[src/hw/hius_pkg.sv]
// package: register map, field layout and codes of the microframe scheduler
package hius_pkg;
   localparam int          ADDR_W          = 12;
   localparam int          NUM_UFRAMES     = 8;
   localparam int          RESULT_W        = 3;
   localparam int          FRAME_W         = 5;
   localparam int          BYTE_CNT_W      = 12;
   // register byte offsets
   localparam logic [11:0] OFS_WORD4       = 12'h000;
   localparam logic [11:0] OFS_FRAME       = 12'h004;
   localparam logic [11:0] OFS_CTRL        = 12'h008;
   localparam logic [11:0] OFS_IRQ_STAT    = 12'h00C;
   localparam logic [11:0] OFS_IRQ_MASK    = 12'h010;
   localparam logic [11:0] OFS_BUS_FRAME   = 12'h014;
   localparam logic [11:0] OFS_BYTES_BASE  = 12'h020;
   // word4 layout
   localparam int          MASK_LSB        = 0;
   localparam int          RESULT_LSB      = 8;
   // result code bits
   localparam int          RES_XACT_ERR    = 0;
   localparam int          RES_BABBLE      = 1;
   localparam int          RES_UNDERRUN    = 2;
   // frame register: descriptor frame number field at bits 7..3
   localparam int          RATE_LSB        = 3;
   // ctrl register
   localparam int          CTRL_TOKEN_IN   = 0;
   // irq status bits
   localparam int          IRQ_DONE        = 0;
   localparam int          IRQ_ERROR       = 1;
   localparam int          IRQ_W           = 2;
   localparam logic [31:0] RESET_WORD      = 32'h0000_0000;
endpackage : hius_pkg

[src/hw/hius_sched.sv]
// microframe slot scheduler with per-microframe result codes and byte counts
//
// Operation
// - eight three-bit result codes, microframe seven at top, zero at bits 10..8
// - result code written only after that microframe's transaction completed
// - result bit zero flags a transaction error, in and out
// - result bit one flags babble, in-token only
// - result bit two flags underrun, out-token only
// - software only sets slot bits; hardware clears each after processing
// - slot mask consulted only when descriptor frame equals bus frame
// - transaction issued in microframe i only when slot bit i set
// - sparse masks select only the microframes whose bits are set
// - received byte count stored per microframe when slot and frame match, in-token only
//
// Our own choices: the address map and the APB slave port.
`timescale 1ns/10ps
module hius_sched #(
   parameter int NUM_UFRAMES = hius_pkg::NUM_UFRAMES
) (
   input  wire logic                                pclk,
   input  wire logic                                presetn,
   input  wire logic                                psel,
   input  wire logic                                penable,
   input  wire logic                                pwrite,
   input  wire logic [hius_pkg::ADDR_W-1:0]         paddr,
   input  wire logic [31:0]                         pwdata,
   output logic      [31:0]                         prdata,
   output logic                                     pready,
   output logic                                     pslverr,
   input  wire logic [hius_pkg::FRAME_W-1:0]        bus_frame,
   input  wire logic [2:0]                          bus_uframe,
   input  wire logic                                uframe_start,
   output logic                                     xact_req,
   output logic      [2:0]                          xact_uframe,
   output logic                                     xact_token_in,
   input  wire logic                                xact_done,
   input  wire logic                                xact_err,
   input  wire logic                                xact_babble,
   input  wire logic                                xact_underrun,
   input  wire logic [hius_pkg::BYTE_CNT_W-1:0]     xact_bytes,
   output logic                                     irq
);
   // word4 packing holds exactly eight slots
   if (NUM_UFRAMES != 8)
   begin : g_bad
      $error("hius_sched serves exactly eight microframes");
   end

   // word4 and the read word are packed by hand around these widths
   if (hius_pkg::RESULT_W != 3 || hius_pkg::FRAME_W != 5 || hius_pkg::BYTE_CNT_W != 12 || hius_pkg::IRQ_W != 2)
   begin : g_bad_pkg
      $error("hius_sched needs the package field widths it was packed for");
   end

   localparam int BW = hius_pkg::BYTE_CNT_W;

   typedef enum logic [0:0] {HIUS_IDLE, HIUS_BUSY} hius_state_e;

   hius_state_e                        state_q;
   logic [NUM_UFRAMES-1:0]             slot_mask_q;
   logic [3*NUM_UFRAMES-1:0]           result_q;
   logic [7:0]                         frame_field_q;
   logic                               token_in_q;
   logic [hius_pkg::IRQ_W-1:0]         irq_stat_q;
   logic [hius_pkg::IRQ_W-1:0]         irq_mask_q;
   logic [BW*NUM_UFRAMES-1:0]          bytes_q;
   logic [2:0]                         cur_uf_q;
   logic                               xact_req_q;
   logic [31:0]                        prdata_q;
   logic [31:0]                        prdata_d;

   // bus inputs are from the transaction engine on pclk, no synchroniser needed
   logic                               wr_en;
   logic                               rd_en;
   logic                               rd_setup;
   logic                               busy;
   logic                               frame_match;
   logic                               launch;
   logic [2:0]                         code_d;
   logic [hius_pkg::IRQ_W-1:0]         irq_set;

   // per-microframe strobes and register selects
   logic [NUM_UFRAMES-1:0]             uf_done;
   logic [NUM_UFRAMES-1:0]             mask_set;
   logic [NUM_UFRAMES-1:0]             sel_bytes;
   logic                               sel_word4;
   logic                               sel_frame;
   logic                               sel_ctrl;
   logic                               sel_stat;
   logic                               sel_mask;
   logic                               sel_bus;

   assign wr_en    = psel & penable & pwrite;
   assign rd_en    = psel & penable & ~pwrite;
   assign rd_setup = psel & ~penable & ~pwrite;
   assign pready   = 1'b1;
   assign pslverr  = 1'b0;
   // shared by launch, strobes and the status word
   assign busy     = (state_q == HIUS_BUSY);

   // address decode, one select per register; unmapped addresses select nothing
   assign sel_word4 = (paddr == hius_pkg::OFS_WORD4);
   assign sel_frame = (paddr == hius_pkg::OFS_FRAME);
   assign sel_ctrl  = (paddr == hius_pkg::OFS_CTRL);
   assign sel_stat  = (paddr == hius_pkg::OFS_IRQ_STAT);
   assign sel_mask  = (paddr == hius_pkg::OFS_IRQ_MASK);
   assign sel_bus   = (paddr == hius_pkg::OFS_BUS_FRAME);

   assign frame_match = (frame_field_q[7:hius_pkg::RATE_LSB] == bus_frame);

   // issue only on armed slot
   // a start that meets a slow answer is dropped; its slot waits for the next matching frame
   assign launch = uframe_start & frame_match & slot_mask_q[bus_uframe] & ~busy;

   always_comb
   begin
      code_d = 3'h0;
      code_d[hius_pkg::RES_XACT_ERR] = xact_err;
      code_d[hius_pkg::RES_BABBLE]   = xact_babble & token_in_q;
      code_d[hius_pkg::RES_UNDERRUN] = xact_underrun & ~token_in_q;
   end

   // any result bit raises the error event, so one mask bit covers all three faults
   assign irq_set[hius_pkg::IRQ_DONE]  = busy & xact_done;
   assign irq_set[hius_pkg::IRQ_ERROR] = busy & xact_done & (|code_d);

   // one transaction in flight; the engine answers at its own pace
   always_ff @(posedge pclk or negedge presetn)
   begin
      if (!presetn)
      begin
         state_q    <= HIUS_IDLE;
         cur_uf_q   <= 3'h0;
         xact_req_q <= 1'b0;
      end
      else
      begin
         case (state_q)
            HIUS_IDLE:
            begin
               if (launch)
               begin
                  state_q    <= HIUS_BUSY;
                  cur_uf_q   <= bus_uframe;
                  xact_req_q <= 1'b1;
               end
            end
            HIUS_BUSY:
            begin
               xact_req_q <= 1'b0;
               if (xact_done)
               begin
                  state_q <= HIUS_IDLE;
               end
            end
            default:
            begin
               state_q    <= HIUS_IDLE;
               xact_req_q <= 1'b0;
            end
         endcase
      end
   end

   assign xact_req      = xact_req_q;
   assign xact_uframe   = cur_uf_q;
   assign xact_token_in = token_in_q;

   // slot mask: software sets, hardware clears; a clear never hides a fresh set of another bit
   always_ff @(posedge pclk or negedge presetn)
   begin
      if (!presetn)
      begin
         slot_mask_q <= '0;
      end
      else
      begin
         for (int i = 0; i < NUM_UFRAMES; i++)
         begin
            if (mask_set[i])
            begin
               slot_mask_q[i] <= 1'b1;
            end
            else if (uf_done[i])
            begin
               slot_mask_q[i] <= 1'b0;
            end
         end
      end
   end

   genvar g;
   generate
      for (g = 0; g < NUM_UFRAMES; g++)
      begin : g_uf
         // one strobe per microframe: result, byte count and slot clear share it
         assign uf_done[g] = busy & xact_done & (cur_uf_q == 3'(g));

         // only a one written to a slot bit arms it; zeros leave it alone
         assign mask_set[g] = wr_en & sel_word4 & pwdata[hius_pkg::MASK_LSB+g];

         // byte counts sit one word apart from their base
         assign sel_bytes[g] = (paddr == hius_pkg::OFS_BYTES_BASE + 12'(4*g));

         always_ff @(posedge pclk or negedge presetn)
         begin
            if (!presetn)
            begin
               result_q[3*g +: 3] <= 3'h0;
            end
            else if (uf_done[g])
            begin
               result_q[3*g +: 3] <= code_d;
            end
         end

         always_ff @(posedge pclk or negedge presetn)
         begin
            if (!presetn)
            begin
               bytes_q[BW*g +: BW] <= '0;
            end
            else if (uf_done[g] && token_in_q)
            begin
               bytes_q[BW*g +: BW] <= xact_bytes;
            end
         end
      end
   endgenerate

   // software configuration
   always_ff @(posedge pclk or negedge presetn)
   begin
      if (!presetn)
      begin
         frame_field_q <= 8'h00;
         token_in_q    <= 1'b0;
         irq_mask_q    <= '0;
      end
      else if (wr_en)
      begin
         if (sel_frame)
         begin
            frame_field_q <= pwdata[7:0];
         end
         if (sel_ctrl)
         begin
            token_in_q <= pwdata[hius_pkg::CTRL_TOKEN_IN];
         end
         if (sel_mask)
         begin
            irq_mask_q <= pwdata[hius_pkg::IRQ_W-1:0];
         end
      end
   end

   // sticky events: set beats write-one-to-clear
   always_ff @(posedge pclk or negedge presetn)
   begin
      if (!presetn)
      begin
         irq_stat_q <= '0;
      end
      else
      begin
         for (int i = 0; i < hius_pkg::IRQ_W; i++)
         begin
            if (irq_set[i])
            begin
               irq_stat_q[i] <= 1'b1;
            end
            else if (wr_en && sel_stat && pwdata[i])
            begin
               irq_stat_q[i] <= 1'b0;
            end
         end
      end
   end

   assign irq = |(irq_stat_q & irq_mask_q);

   // read word chosen combinationally, registered in setup so it is ready in the access phase
   always_comb
   begin
      prdata_d = 32'h0000_0000;
      if (sel_word4)
      begin
         prdata_d = {result_q, slot_mask_q};
      end
      else if (sel_frame)
      begin
         prdata_d = {24'h00_0000, frame_field_q};
      end
      else if (sel_ctrl)
      begin
         prdata_d = {31'h0000_0000, token_in_q};
      end
      else if (sel_stat)
      begin
         prdata_d = {30'h0000_0000, irq_stat_q};
      end
      else if (sel_mask)
      begin
         prdata_d = {30'h0000_0000, irq_mask_q};
      end
      else if (sel_bus)
      begin
         prdata_d = {23'h00_0000, busy, bus_frame, bus_uframe};
      end
      else
      begin
         for (int i = 0; i < NUM_UFRAMES; i++)
         begin
            if (sel_bytes[i])
            begin
               prdata_d = {20'h0_0000, bytes_q[BW*i +: BW]};
            end
         end
      end
   end

   always_ff @(posedge pclk or negedge presetn)
   begin
      if (!presetn)
      begin
         prdata_q <= hius_pkg::RESET_WORD;
      end
      else if (rd_setup)
      begin
         prdata_q <= prdata_d;
      end
   end

   // gated to zero outside a read access so a stale word never sits on the bus
   assign prdata = rd_en ? prdata_q : 32'h0000_0000;

endmodule : hius_sched

[config.mk]
export PLATFORM = sky130hd
export DESIGN_NAME = hius_sched
export DESIGN_NICKNAME = d
export VERILOG_FILES = /design/src/hw/hius_pkg.sv /design/src/hw/hius_sched.sv
export SDC_FILE = /design/constraint.sdc
export NUM_CORES = 1
export LEC_CHECK = 0
export BUFFER_PORTS_ARGS = -buffer_cell sky130_fd_sc_hd__buf_2
export CAP_MARGIN = 20
export CORE_MARGIN = 2
export CORE_UTILIZATION = 25
export DETAILED_ROUTE_END_ITERATION = 8
export GPL_TIMING_DRIVEN = 1
export PLACE_DENSITY = 0.46
export SKIP_LAST_GASP = 1
export SYNTH_ARGS = -nofsm -noshare
export SYNTH_HDL_FRONTEND = slang
export SYNTH_SLANG_ARGS = --single-unit
[constraint.sdc]
create_clock -name pclk -period 2.08 [get_ports pclk]
set_input_delay 0.416 -clock pclk [delete_from_list [all_inputs] [get_ports pclk]]
set_output_delay 0.416 -clock pclk [all_outputs]
set_load 0.005 [all_outputs]
=== Word-level counts from Yosys, hierarchy flattened ===
Cells that the tools add are included.

* Logic and storage cells: 161
* Bits in latches: 0
* Bits in writable memories: 0
* Bits in read-only memories: 0
* Memories kept: 0
* Flip-flop bits (word level): 178

* Order comparisons: 1
* Shift operators: 0
* Add/subtract/negate cells: 0
* Mux-type cells: 42
* Divide/modulo/power cells: 0
* Reduce and logical (&&, ||, !) cells: 29
* Equal/unequal tests: 22
* $mul: 0
* Bitwise logic cells: 34

{| class="wikitable"
|+ Operator list
! kind !! count
|-
| $mux 32 || 14
|-
| $eq 12x6->1 const B || 8
|-
| $and 1x1->1 || 29
|-
| $eq 12x4->1 const B || 2
|-
| $eq 12x5->1 const B || 2
|-
| $mux 1 || 24
|-
| $reduce_bool 2->1 || 10
|-
| $eq 12x3->1 const B || 1
|-
| $eq 3x3->1 const B || 4
|-
| $logic_not 12->1 || 1
|-
| $mux 12 || 1
|-
| $logic_and 1x1->1 || 11
|-
| $reduce_and 2->1 || 4
|-
| $eq 3x2->1 const B || 2
|-
| $eq 5x5->1 || 1
|-
| $lt 3x4->1 const B || 1
|-
| $not 1->1 || 4
|-
| $pmux 1 s2 || 2
|-
| $bmux 1 s3 || 1
|-
| $eq 3x1->1 const B || 1
|-
| $logic_not 3->1 || 1
|-
| $reduce_or 3->1 || 1
|-
| $and 2x2->2 || 1
|-
| $ne 2x2->1 const B || 1
|-
| $reduce_or 2->1 || 1
|}

=== Logic depth before layout (Yosys ltp) ===
Gate-level depths: netlist (run 1).

* Depth after elaboration: 15
* Mapped depth: 8
* Depth with buffers taken out: 5

=== Worst setup path before layout (run 1) ===
Ideal clock, no wire load.

* Path kind: input-to-reg
* Start: input port paddr[9] in the netlist's numbering
* End: register irq_mask_q[0] in the netlist's numbering
* Slack: 111 ps
* Stages on the path: 5
* Data required time: 1955 ps
* Path buffers: 0
* Data arrival time: 1844 ps
* Path through: or4_1 > nor2_2 > nand4_1 > nor2_1 > mux2_2

* Cells in the longest elaborated chain, start to end: 2

{| class="wikitable"
|+ Ends and longest elaborated chain
! what !! line !! text
|-
| start, declared || hius_sched.sv:25 || <nowiki>input wire logic [hius_pkg::ADDR_W-1:0] paddr,</nowiki>
|-
| $eq 12x5->1 || hius_sched.sv:106 || <nowiki>assign sel_mask = (paddr == hius_pkg::OFS_IRQ_MASK);</nowiki>
|-
| $reduce_and 2->1 (no line) || -- ||
|-
| end signal, assigned || hius_sched.sv:252 || <nowiki>irq_mask_q <= pwdata[hius_pkg::IRQ_W-1:0];</nowiki>
|-
| end, declared || hius_sched.sv:65 || <nowiki>logic [hius_pkg::IRQ_W-1:0] irq_mask_q;</nowiki>
|}

No other way between the ends.
A chain may end at the register's enable or synchronous reset.

=== Worst setup path after layout (run 1) ===
* Start: register bytes_q[4]
* End: register prdata_q[4]

* Cells in the longest elaborated chain, start to end: 14

{| class="wikitable"
|+ Ends and longest elaborated chain
! what !! line !! text
|-
| start, declared || hius_sched.sv:66 || <nowiki>logic [BW*NUM_UFRAMES-1:0] bytes_q;</nowiki>
|-
| start signal, assigned by index || hius_sched.sv:225 || <nowiki>bytes_q[BW*g +: BW] <= xact_bytes;</nowiki>
|-
| $mux 12 || hius_sched.sv:314 || <nowiki>if (sel_bytes[i])</nowiki>
|-
| $mux 32 (7 in a row) || hius_sched.sv:314 ||
|-
| $mux 32 || hius_sched.sv:306 || <nowiki>else if (sel_bus)</nowiki>
|-
| $mux 32 || hius_sched.sv:302 || <nowiki>else if (sel_mask)</nowiki>
|-
| $mux 32 || hius_sched.sv:298 || <nowiki>else if (sel_stat)</nowiki>
|-
| $mux 32 || hius_sched.sv:294 || <nowiki>else if (sel_ctrl)</nowiki>
|-
| $mux 32 || hius_sched.sv:290 || <nowiki>else if (sel_frame)</nowiki>
|-
| $mux 32 || hius_sched.sv:286 || <nowiki>if (sel_word4)</nowiki>
|-
| end signal, assigned || hius_sched.sv:326 || <nowiki>prdata_q <= hius_pkg::RESET_WORD;</nowiki>
|-
| end signal, assigned || hius_sched.sv:330 || <nowiki>prdata_q <= prdata_d;</nowiki>
|-
| end, declared || hius_sched.sv:69 || <nowiki>logic [31:0] prdata_q;</nowiki>
|}

No other way between the ends.

==> impl_metrics.py, run 1 <==
metrics = {
    "final_layout": {
        "antenna_cells": 0,
        "fillers": 3458,
        "nNetsFinal": 930,
        "drive_gt1_frac": 0.437,
        "fin_area_mm2": 0.0108,
        "synthToLayoutAreaGrowth_pct": 26.3,
    },
    "clocking": {
        "clock_sinks": 178,
        "cts_buffers": 17,
        "clockBufferDepth": 2,
        "cts.clk_slew.worst_paths_ns": 0.08,
        "clockRootBuffer": "clkbuf_16",
        "htreeDepth": 4,
        "clk_latency_ns": 0.44,
        "cts_setup_buffers": 0,
        "cts_tree": "yes",
    },
    "detailed_routing": {
        "post_drt_via_cell_ratio": 4.72,
        "first_iter_violations": 330,
        "wl_per_cell_um": 18.8,
        "vias": 6208,
        "drtAntennaViolNets": 0,
        "totalWireLength_mm": 24.8,
        "first_pass_iters": 4,
        "drc": 0,
    },
    "placement": {
        "dpl_cell_area_mm2": 0.0102,
        "numPortBuffers": 87,
        "gp_congestion": 0.792,
        "dpl.hpwl_mm": 18.2,
    },
    "sta": {
        "skew_ns": 0.0170,
        "min_period_over_period": 0.908,
        "setup_viol": 0,
        "tightest_slew_ns": 0.733,
        "clock.fmax_ghz": 0.529,
        "fin_tns_setup_ns": 0,
        "finalHoldViolCount": 0,
        "slew-limit-headroom": 0.510,
        "min_period_ns": 1.89,
        "slew_violations": 0,
        "rsz0062_at_grt": "false",
        "fin_hold_ws_ns": 0.219,
    },
    "global_route": {
        "track_usage": 0.145,
        "antenna_found_initial": 1,
        "grt_start_max_net_pins": 57,
        "grt-ovfl-total": 0,
        "grt_pass1_wl_mm": 39.4,
        "grt_pass1_vias": 6477,
    },
    "power": {
        "power.switching_mw": 1.93,
        "p_sw_frac": 0.267,
        "p_leak_nw": 5.20,
        "vdd_drop_max_v": 0.000489,
        "power_density_mw_per_mm2": 670,
        "pwr-share-seq": 0.485,
        "intPower_mw": 5.29,
        "p_comb_frac": 0.068,
        "clkPwrFrac": 0.447,
    },
    "yosys": {
        "yosysTopAreaCell": "dfrtp_1",
        "async_flop_share": 1.00,
        "synthCells": 698,
        "synth_edf_count": 0,
        "synth_area_mm2": 0.00854,
        "synth_top_area_frac": 0.522,
        "yosysUniqueCellTypes": 60,
        "ys_warn_count": 0,
        "syn_nets": 772,
        "ys_top_cells_by_area": "dfrtp_1 52%, mux2_2 19%, a22o_1 3.2%, and2_1 2.4%, mux4_2 2.4%",
        "synth.avg_cell_area_um2": 12.2,
        "synth_flop_cell": "dfrtp_1",
        "yosysSeqAreaShare": 0.522,
        "ys_ff_latch": 178,
    },
    "critical_path": {
        "worstPathCellList": "mux2_2 > a221oi_1 > a211oi_1 > a2111oi_1 > buf_4 > o31ai_1",
        "reg2reg_depth": 6,
        "critPathArrivalTime_ns": 2.21,
        "cp.required_ns": 2.40,
        "slowest_delay_ns": 0.48,
        "critical_path.max_fanout": 2,
        "worstSetupPathType": "reg2reg",
        "critical-path-slowest-cell": "a2111oi_1",
        "critPathCaptureType": "flop",
        "cp-start-kind": "flop",
    },
    "floorplan": {
        "die_w_um": 189,
        "fp-row-count": 67,
        "start_util": 0.254,
        "ios": 114,
        "die_area_mm2": 0.0356,
        "coreArea_mm2": 0.0336,
        "fp.dieH_um": 189,
    },
    "worst_hold_path": {
        "hold_class": "in2reg",
        "hold_depth": 2,
    },
    "status": {
        "status": "complete, no violations",
    },
    "job": {
        "maxCapViolations": 0,
    },
}
-- per-stage QoR --
step,worst slack [ns],total power [mW],instances,utilization
after floorplan,0.111,3.74,698,-
after global placement,-0.303,4.07,1284,0.303
after detailed placement,-0.392,4.07,1284,0.303
after CTS,0.0119,7.32,1316,0.321
after global routing,0.0371,7.52,1316,0.321
final,0.191,7.22,1316,0.321
-- layout by cell type (no fill, tap or decap), drive strengths merged, types with 17 or more instances in the layout --
cell type / Yosys / layout
a22o: 31 / 31
a21oi: 17 / 17
nand2: 50 / 50
inv: 11 / 19
and2: 33 / 33
buf: 22 / 181
nor2: 29 / 29
mux2: 142 / 142
clkbuf: 21 / 17
dfrtp: 178 / 178
o21ai: 21 / 21
-- routing by layer --
layer,share of wire,global-route usage,up-vias
li1,-,-,2898
met1,0.46,0.191,3194
met2,0.49,0.245,97
met3,0.035,0.0264,17
met4,0.013,0.0370,2
met5,0.00053,0,-
-- critical path, delay by kind of cell, from the launching register on --
kind | cells | cell delay [ns]
buffers and inverters | 1 | 0.22
muxes | 1 | 0.26
DFF | 1 | 0.38
AOI/OAI and AO/OA | 4 | 0.92
-- registers in the layout, indices dropped and copies added (netlist names) --
name / flops
xact_uframe: 3
irq_mask_q: 2
result_q: 24
bytes_q: 96
busy: 1
slot_mask_q: 8
prdata_q: 32
irq_stat_q: 2
frame_field_q: 8
xact_req: 1
xact_token_in: 1
-- final cells by class --
cell class / count / area, um2 / area share
clock buffers: 17 / 425 / 0.0395
clock inverters: 14 / 164 / 0.0152
inverters: 11 / 41.3 / 0.00383
multi-input cells: 466 / 3830 / 0.355
flip-flops and latches: 178 / 4450 / 0.413
well taps: 448 / 561 / 0.0520
repair buffers: 182 / 1310 / 0.121
-- power groups by stage --
stage / Clock [mW] / Sequential, mW / Combinational (mW)
6_report: 3.23 / 3.50 / 0.491
5_1_grt: 3.47 / 3.50 / 0.546
3_5_place_dp: 0 / 3.57 / 0.500
4_1_cts: 3.31 / 3.50 / 0.503
2_1_floorplan: 0 / 3.56 / 0.180
3_3_place_gp: 0 / 3.57 / 0.498
-- timing repair --
item / CTS / global route
resized for setup: 0 / 1
hold buffers: 1 / 0
endpoints found under the setup margin: 0 / 1
endpoints found under the hold margin: 16 / 0
-- cells in the mapped netlist (5+ instances only) --
cell type  count
a22o_1        31
a22oi_1        5
mux2_2       141
nand3_1       12
nand2b_1       5
o21ai_0       20
clkbuf_1      21
nor2_1        27
a2111oi_0      6
buf_2         10
dfrtp_1      178
mux2i_1        6
nand4_1        5
mux4_2         9
a221oi_1       9
inv_1         11
nor4_1         5
nor2b_1        6
o22ai_1        7
buf_4          8
nor3_1         7
nand2_1       50
and2_1        33
a21oi_1       17
-- logic make-up (layout without fill, tap and decap cells) --
kind of cell,Yosys count,count (layout),share of synthesized area
DFF,178,178,0.522
and+or+nand+nor,174,174,0.113
muxes,157,157,0.218
AOI/OAI and AO/OA,127,127,0.109
buffers and inverters,54,224,0.0305
xor gates and xnor gates,6,6,0.00616
other,2,2,0.000880
-- worst paths after layout --
path,start,end,slack (ns)
setup / recovery,bytes_q[4],prdata_q[4],0.19
hold / removal,pwdata[7],slot_mask_q[7],0.22
setup reg to reg,bytes_q[4],prdata_q[4],0.19
hold reg to reg,result_q[12],result_q[12],0.48
max in group asynchronous,presetn,bytes_q[59],1.09
min in group asynchronous,presetn,frame_field_q[7],0.40
(Power assumes the default switching activity.)
==> inputs of run 2 (changes only) <==
clock period = 1.8 ns   (was 2.08 ns; I/O delays follow)
==> impl_metrics.py, run 2 (synthesis gave the netlist of run 1 again) <==
metrics = {
    "global_route": {
        "grt_pass1_vias": 6493,
        "grt_pass1_wl_mm": 38.9,
        "track_usage": 0.145,
        "grt-ovfl-total": 0,
        "grt_start_max_net_pins": 72,
        "antenna_found_initial": 1,
    },
    "critical_path": {
        "worstSetupPathType": "reg2reg",
        "critPathArrivalTime_ns": 2.12,
        "path_buf_inv": 2,
        "cpMostUsedCell": "buf_4",
        "critPathCaptureType": "flop",
        "cpLargestDelayFamily": "simple AND/OR/NAND/NOR gates",
        "critical-path-slowest-cell": "dfrtp_1",
        "cp-start-kind": "flop",
        "worstPathCellList": "xor2_1 > nor4_1 > buf_4 > nand4_1 > nor2_1 > buf_4 > mux2_2",
        "cp.required_ns": 2.14,
        "critical_path.max_fanout": 4,
        "slowest_delay_ns": 0.41,
    },
    "power": {
        "vdd_drop_max_v": 0.000655,
        "p_leak_nw": 5.39,
        "power_density_mw_per_mm2": 766,
        "power_mw": 8.51,
    },
    "clocking": {
        "cts_tree": "yes",
        "cts_buffers": 17,
        "clockBufferDepth": 2,
        "clk_latency_ns": 0.45,
        "htreeDepth": 4,
        "clockRootBuffer": "clkbuf_16",
        "clock_sinks": 178,
        "cts.clk_slew.worst_paths_ns": 0.08,
    },
    "final_layout": {
        "drive_gt1_frac": 0.459,
        "regMostFlops": "bytes_q",
        "largest_register_ffs": 96,
        "antenna_cells": 0,
        "top_regs": "bytes_q (96), prdata_q (32), result_q (24)",
        "postLayoutCoreUtil": 0.330,
        "synthToLayoutAreaGrowth_pct": 30.1,
        "multi_input_area_mm2": 0.00386,
        "final_common_cell": "dfrtp_1",
        "mostFrequentLayoutCells": "178 x dfrtp_1, 139 x mux2_2, 100 x buf_4",
        "nNetsFinal": 955,
        "fillers": 3432,
        "seqCellArea_mm2": 0.00445,
    },
    "sta": {
        "min_period_ns": 1.78,
        "slew-limit-headroom": 0.522,
        "setup_ws_ns": 0.0243,
        "setup_viol": 0,
        "min_period_over_period": 0.987,
        "rsz0062_at_grt": "true",
        "tightest_slew_ns": 0.716,
        "slew_violations": 0,
        "finalHoldViolCount": 0,
        "clock.fmax_ghz": 0.563,
        "skew_ns": 0.0223,
    },
    "detailed_routing": {
        "vias": 6267,
        "drc": 0,
        "totalWireLength_mm": 25.2,
        "first_pass_iters": 4,
        "wl_per_cell_um": 18.8,
        "post_drt_via_cell_ratio": 4.67,
        "drtAntennaViolNets": 0,
        "first_iter_violations": 454,
    },
    "floorplan": {
        "fp-row-count": 67,
        "ios": 114,
        "die_w_um": 189,
        "start_util": 0.254,
        "coreArea_mm2": 0.0336,
        "die_area_mm2": 0.0356,
        "fp.dieH_um": 189,
    },
    "status": {
        "status": "complete, no violations",
    },
    "worst_hold_path": {
        "hold_class": "in2reg",
    },
    "placement": {
        "pre_cts_ws_ns": -0.459,
        "numPortBuffers": 87,
        "dpl.hpwl_mm": 18.7,
        "gp_congestion": 0.788,
    },
    "job": {
        "maxCapViolations": 0,
    },
}
-- run 2: repair_timing --
item,4_1_cts,5_1_grt
setup buffers,0,3
pin swaps,0,5
hold endpoints to repair,178,0
gates resized for setup,2,6
endpoints found under the setup margin,2,9
hold buffers,1,0
-- run 2: report_power, final --
group	total, mW	switching [mW]	leakage (nW)	internal [mW]
combinational	0.602	0.358	2.62	0.244
clock	3.86	1.92	0.302	1.94
sequential	4.04	0.0213	2.47	4.02
total	8.51	2.30	5.39	6.21
-- run 2: stage by stage --
stage	cells	hold WS (ns)	TNS (ns)	instance area [um2]
5_1_grt	1342	0.172	-0.391	11100
4_1_cts	1339	0.167	0	11100
6_report	1342	0.172	0	11100
3_3_place_gp	1306	0.390	-14.55	10400
3_5_place_dp	1306	0.389	-15.56	10400
2_1_floorplan	698	0.0644	-0.384	8570
-- run 2: layer usage --
| metal | up-vias | global-route usage | share of wire | wire length (um) |
|---|---|---|---|---|
| met4 | 2 | 0.0409 | 0.017 | 432 |
| met2 | 114 | 0.240 | 0.48 | 12100 |
| met3 | 23 | 0.0264 | 0.035 | 889 |
| li1 | 2954 | - | - | - |
| met5 | - | 0 | 0.00063 | 16 |
| met1 | 3174 | 0.193 | 0.47 | 11800 |
-- run 2: final timing paths --
check                                 start                to  slack [ns]  cells past startpoint
max                        frame_field_q[5]    xact_uframe[1]        0.02                      7
min                               pwdata[5]    slot_mask_q[5]        0.17                      2
max reg2reg                frame_field_q[5]    xact_uframe[1]        0.02                      7
min reg2reg                    prdata_q[10]      prdata_q[10]        0.47                      2
max in group asynchronous           presetn       prdata_q[0]        0.96                      3
min in group asynchronous           presetn  frame_field_q[3]        0.47                      3
-- run 2: layout make-up --
| cell class | count | share of cell area |
|---|---|---|
| Sequential cell | 178 | 0.401 |
| Multi-Input combinational cell | 466 | 0.348 |
| Timing Repair Buffer | 207 | 0.142 |
| Tap cell | 448 | 0.0505 |
| Clock buffer | 18 | 0.0395 |
| Clock inverter | 14 | 0.0155 |
| Inverter | 11 | 0.00372 |
-- run 2: worst reg2reg max path, stage by stage, from the launching register on --
cell and delay [ns]:
dfrtp_1 0.41, xor2_1 0.15, nor4_1 0.27, buf_4 0.17, nand4_1 0.11, nor2_1 0.11, buf_4 0.14, mux2_2 0.32
==> inputs of run 3 (changes only) <==
CELL_PAD_IN_SITES_DETAIL_PLACEMENT = 1   (was unset)
CELL_PAD_IN_SITES_GLOBAL_PLACEMENT = 2   (was unset)
PLACE_DENSITY = 0.6   (was 0.46)
clock period = 1.7 ns   (was 1.8 ns; I/O delays follow)
==> impl_metrics.py, run 3 (synthesis gave the netlist of run 1 again) <==
metrics = {
    "critical_path": {
        "path_buf_inv": 1,
        "cp-start-kind": "flop",
        "critPathArrivalTime_ns": 2.11,
        "worstPathCellList": "xor2_1 > nor4_1 > buf_4 > nand4_1 > nor2_4 > mux2_2",
        "cp.required_ns": 2.04,
        "critical-path-slowest-cell": "dfrtp_1",
        "slowest_delay_ns": 0.39,
        "critical_path.max_fanout": 4,
        "worstSetupPathType": "reg2reg",
        "critPathCaptureType": "flop",
        "cpLargestDelayFamily": "simple AND/OR/NAND/NOR gates",
    },
    "sta": {
        "skew_ns": 0.0202,
        "setup_viol": 4,
        "slew-limit-headroom": 0.504,
        "tightest_slew_ns": 0.742,
        "finalHoldViolCount": 0,
        "setup_ws_ns": -0.0765,
        "min_period_ns": 1.78,
        "min_period_over_period": 1.04,
        "slew_violations": 0,
        "clock.fmax_ghz": 0.563,
        "rsz0062_at_grt": "true",
    },
    "placement": {
        "numPortBuffers": 87,
        "pre_cts_ws_ns": -0.544,
        "dpl_cell_area_mm2": 0.0106,
        "dpl.hpwl_mm": 20.5,
        "dp.cells": 1323,
        "gp_congestion": 0.779,
    },
    "detailed_routing": {
        "wl_per_cell_um": 20.7,
        "first_iter_violations": 362,
        "first_pass_iters": 4,
        "met1_length_mm": 13.0,
        "drc": 0,
        "vias": 6459,
        "drtAntennaViolNets": 0,
        "totalWireLength_mm": 28.1,
        "post_drt_via_cell_ratio": 4.74,
        "wl_met2_mm": 13.5,
        "highest_layer": "met5",
        "wl_met3_mm": 1.12,
    },
    "global_route": {
        "grt_start_max_net_pins": 42,
        "grt_pass1_wl_mm": 43.2,
        "track_usage": 0.162,
        "grt_pass1_vias": 6890,
        "antenna_found_initial": 1,
        "grt-ovfl-total": 0,
    },
    "final_layout": {
        "nNetsFinal": 975,
        "synthToLayoutAreaGrowth_pct": 33.4,
        "final_common_cell": "dfrtp_1",
        "regMostFlops": "bytes_q",
        "largest_register_ffs": 96,
        "drive_gt1_frac": 0.486,
        "antenna_cells": 0,
        "top_regs": "bytes_q (96), prdata_q (32), result_q (24)",
        "mostFrequentLayoutCells": "177 x dfrtp_1, 139 x mux2_2, 117 x buf_4",
        "finalNonFillerCells": 1362,
        "fin_area_mm2": 0.0114,
        "postLayoutCoreUtil": 0.339,
        "fillers": 3695,
    },
    "floorplan": {
        "fp.dieH_um": 189,
        "die_w_um": 189,
        "ios": 114,
        "start_util": 0.254,
        "coreArea_mm2": 0.0336,
        "fp-row-count": 67,
        "die_area_mm2": 0.0356,
    },
    "power": {
        "vdd_drop_max_v": 0.000691,
        "p_leak_nw": 5.55,
        "power_density_mw_per_mm2": 811,
        "power_mw": 9.24,
    },
    "clocking": {
        "clockRootBuffer": "clkbuf_16",
        "cts_tree": "yes",
        "clock_sinks": 178,
        "htreeDepth": 4,
        "cts_buffers": 17,
        "clk_latency_ns": 0.45,
        "clockBufferDepth": 2,
        "cts.clk_slew.worst_paths_ns": 0.08,
    },
    "job": {
        "maxCapViolations": 0,
    },
    "status": {
        "violations": "setup timing",
        "status": "finished with violations",
    },
    "worst_hold_path": {
        "hold_class": "in2reg",
    },
}
run 3: changes by cell type in the layout (fill, tap and decap cells not counted), moves of 3 or more:
cell	change
nor2_1	-5
inv_6	+3
nor2_4	+3
inv_8	-4
a2111oi_1	-4
buf_4	+17
run 3: through the flow:
| step | setup TNS (ns) | hold WS (ns) |
|---|---|---|
| floorplan | -1.12 | 0.0444 |
| global placement | -19.01 | 0.264 |
| detailed placement | -19.57 | 0.264 |
| CTS | -0.288 | 0.122 |
| global route | -1.34 | 0.131 |
| finish | -0.218 | 0.144 |
run 3: routing by layer:
metal / vias up / track usage
li1: 2974 / -
met1: 3348 / 0.218
met2: 113 / 0.263
met3: 22 / 0.0255
met4: 2 / 0.0577
met5: - / 0
run 3: timing repair:
item,4_1_cts,5_1_grt
endpoints found under the hold margin,26,0
setup buffers,1,2
gates resized for setup,6,26
pin swaps,2,6
gates cloned,0,3
endpoints found under the setup margin,7,94
hold buffers,1,0
run 3: layout make-up:
type,count,area (um2),share of cell area
multi-input combinational,466,3960,0.347
inverter,11,41.3,0.00362
clock inverter,14,189,0.0166
sequential,178,4460,0.391
tap,448,561,0.0492
timing repair buffer,227,1750,0.154
clock buffer,18,439,0.0386
run 3: final timing paths:
path	start	to	slack, ns	cells after the start
worst max-delay path	frame_field_q[3]	xact_uframe[1]	-0.08	6
worst min-delay path	pwdata[5]	slot_mask_q[5]	0.14	2
worst max register to register	frame_field_q[3]	xact_uframe[1]	-0.08	6
worst min register to register	result_q[22]	result_q[22]	0.49	2
max in group asynchronous	presetn	result_q[8]	0.79	3
min in group asynchronous	presetn	prdata_q[9]	0.36	2
run 3: worst register-to-register path: cells and delay by family, from the launching register on:
family	cells	cell delay, ns
xor+xnor	1	0.15
buf+inv	1	0.17
flops	1	0.39
mux	1	0.35
simple gates	3	0.63
run 3: report_power, final:
part / total, mW / internal (mW) / switching, mW / leakage (nW)
clock network: 4.27 / 2.29 / 1.98 / 0.305
logic: 0.675 / 0.272 / 0.403 / 2.78
registers: 4.29 / 4.26 / 0.0279 / 2.47
total: 9.24 / 6.83 / 2.41 / 5.55
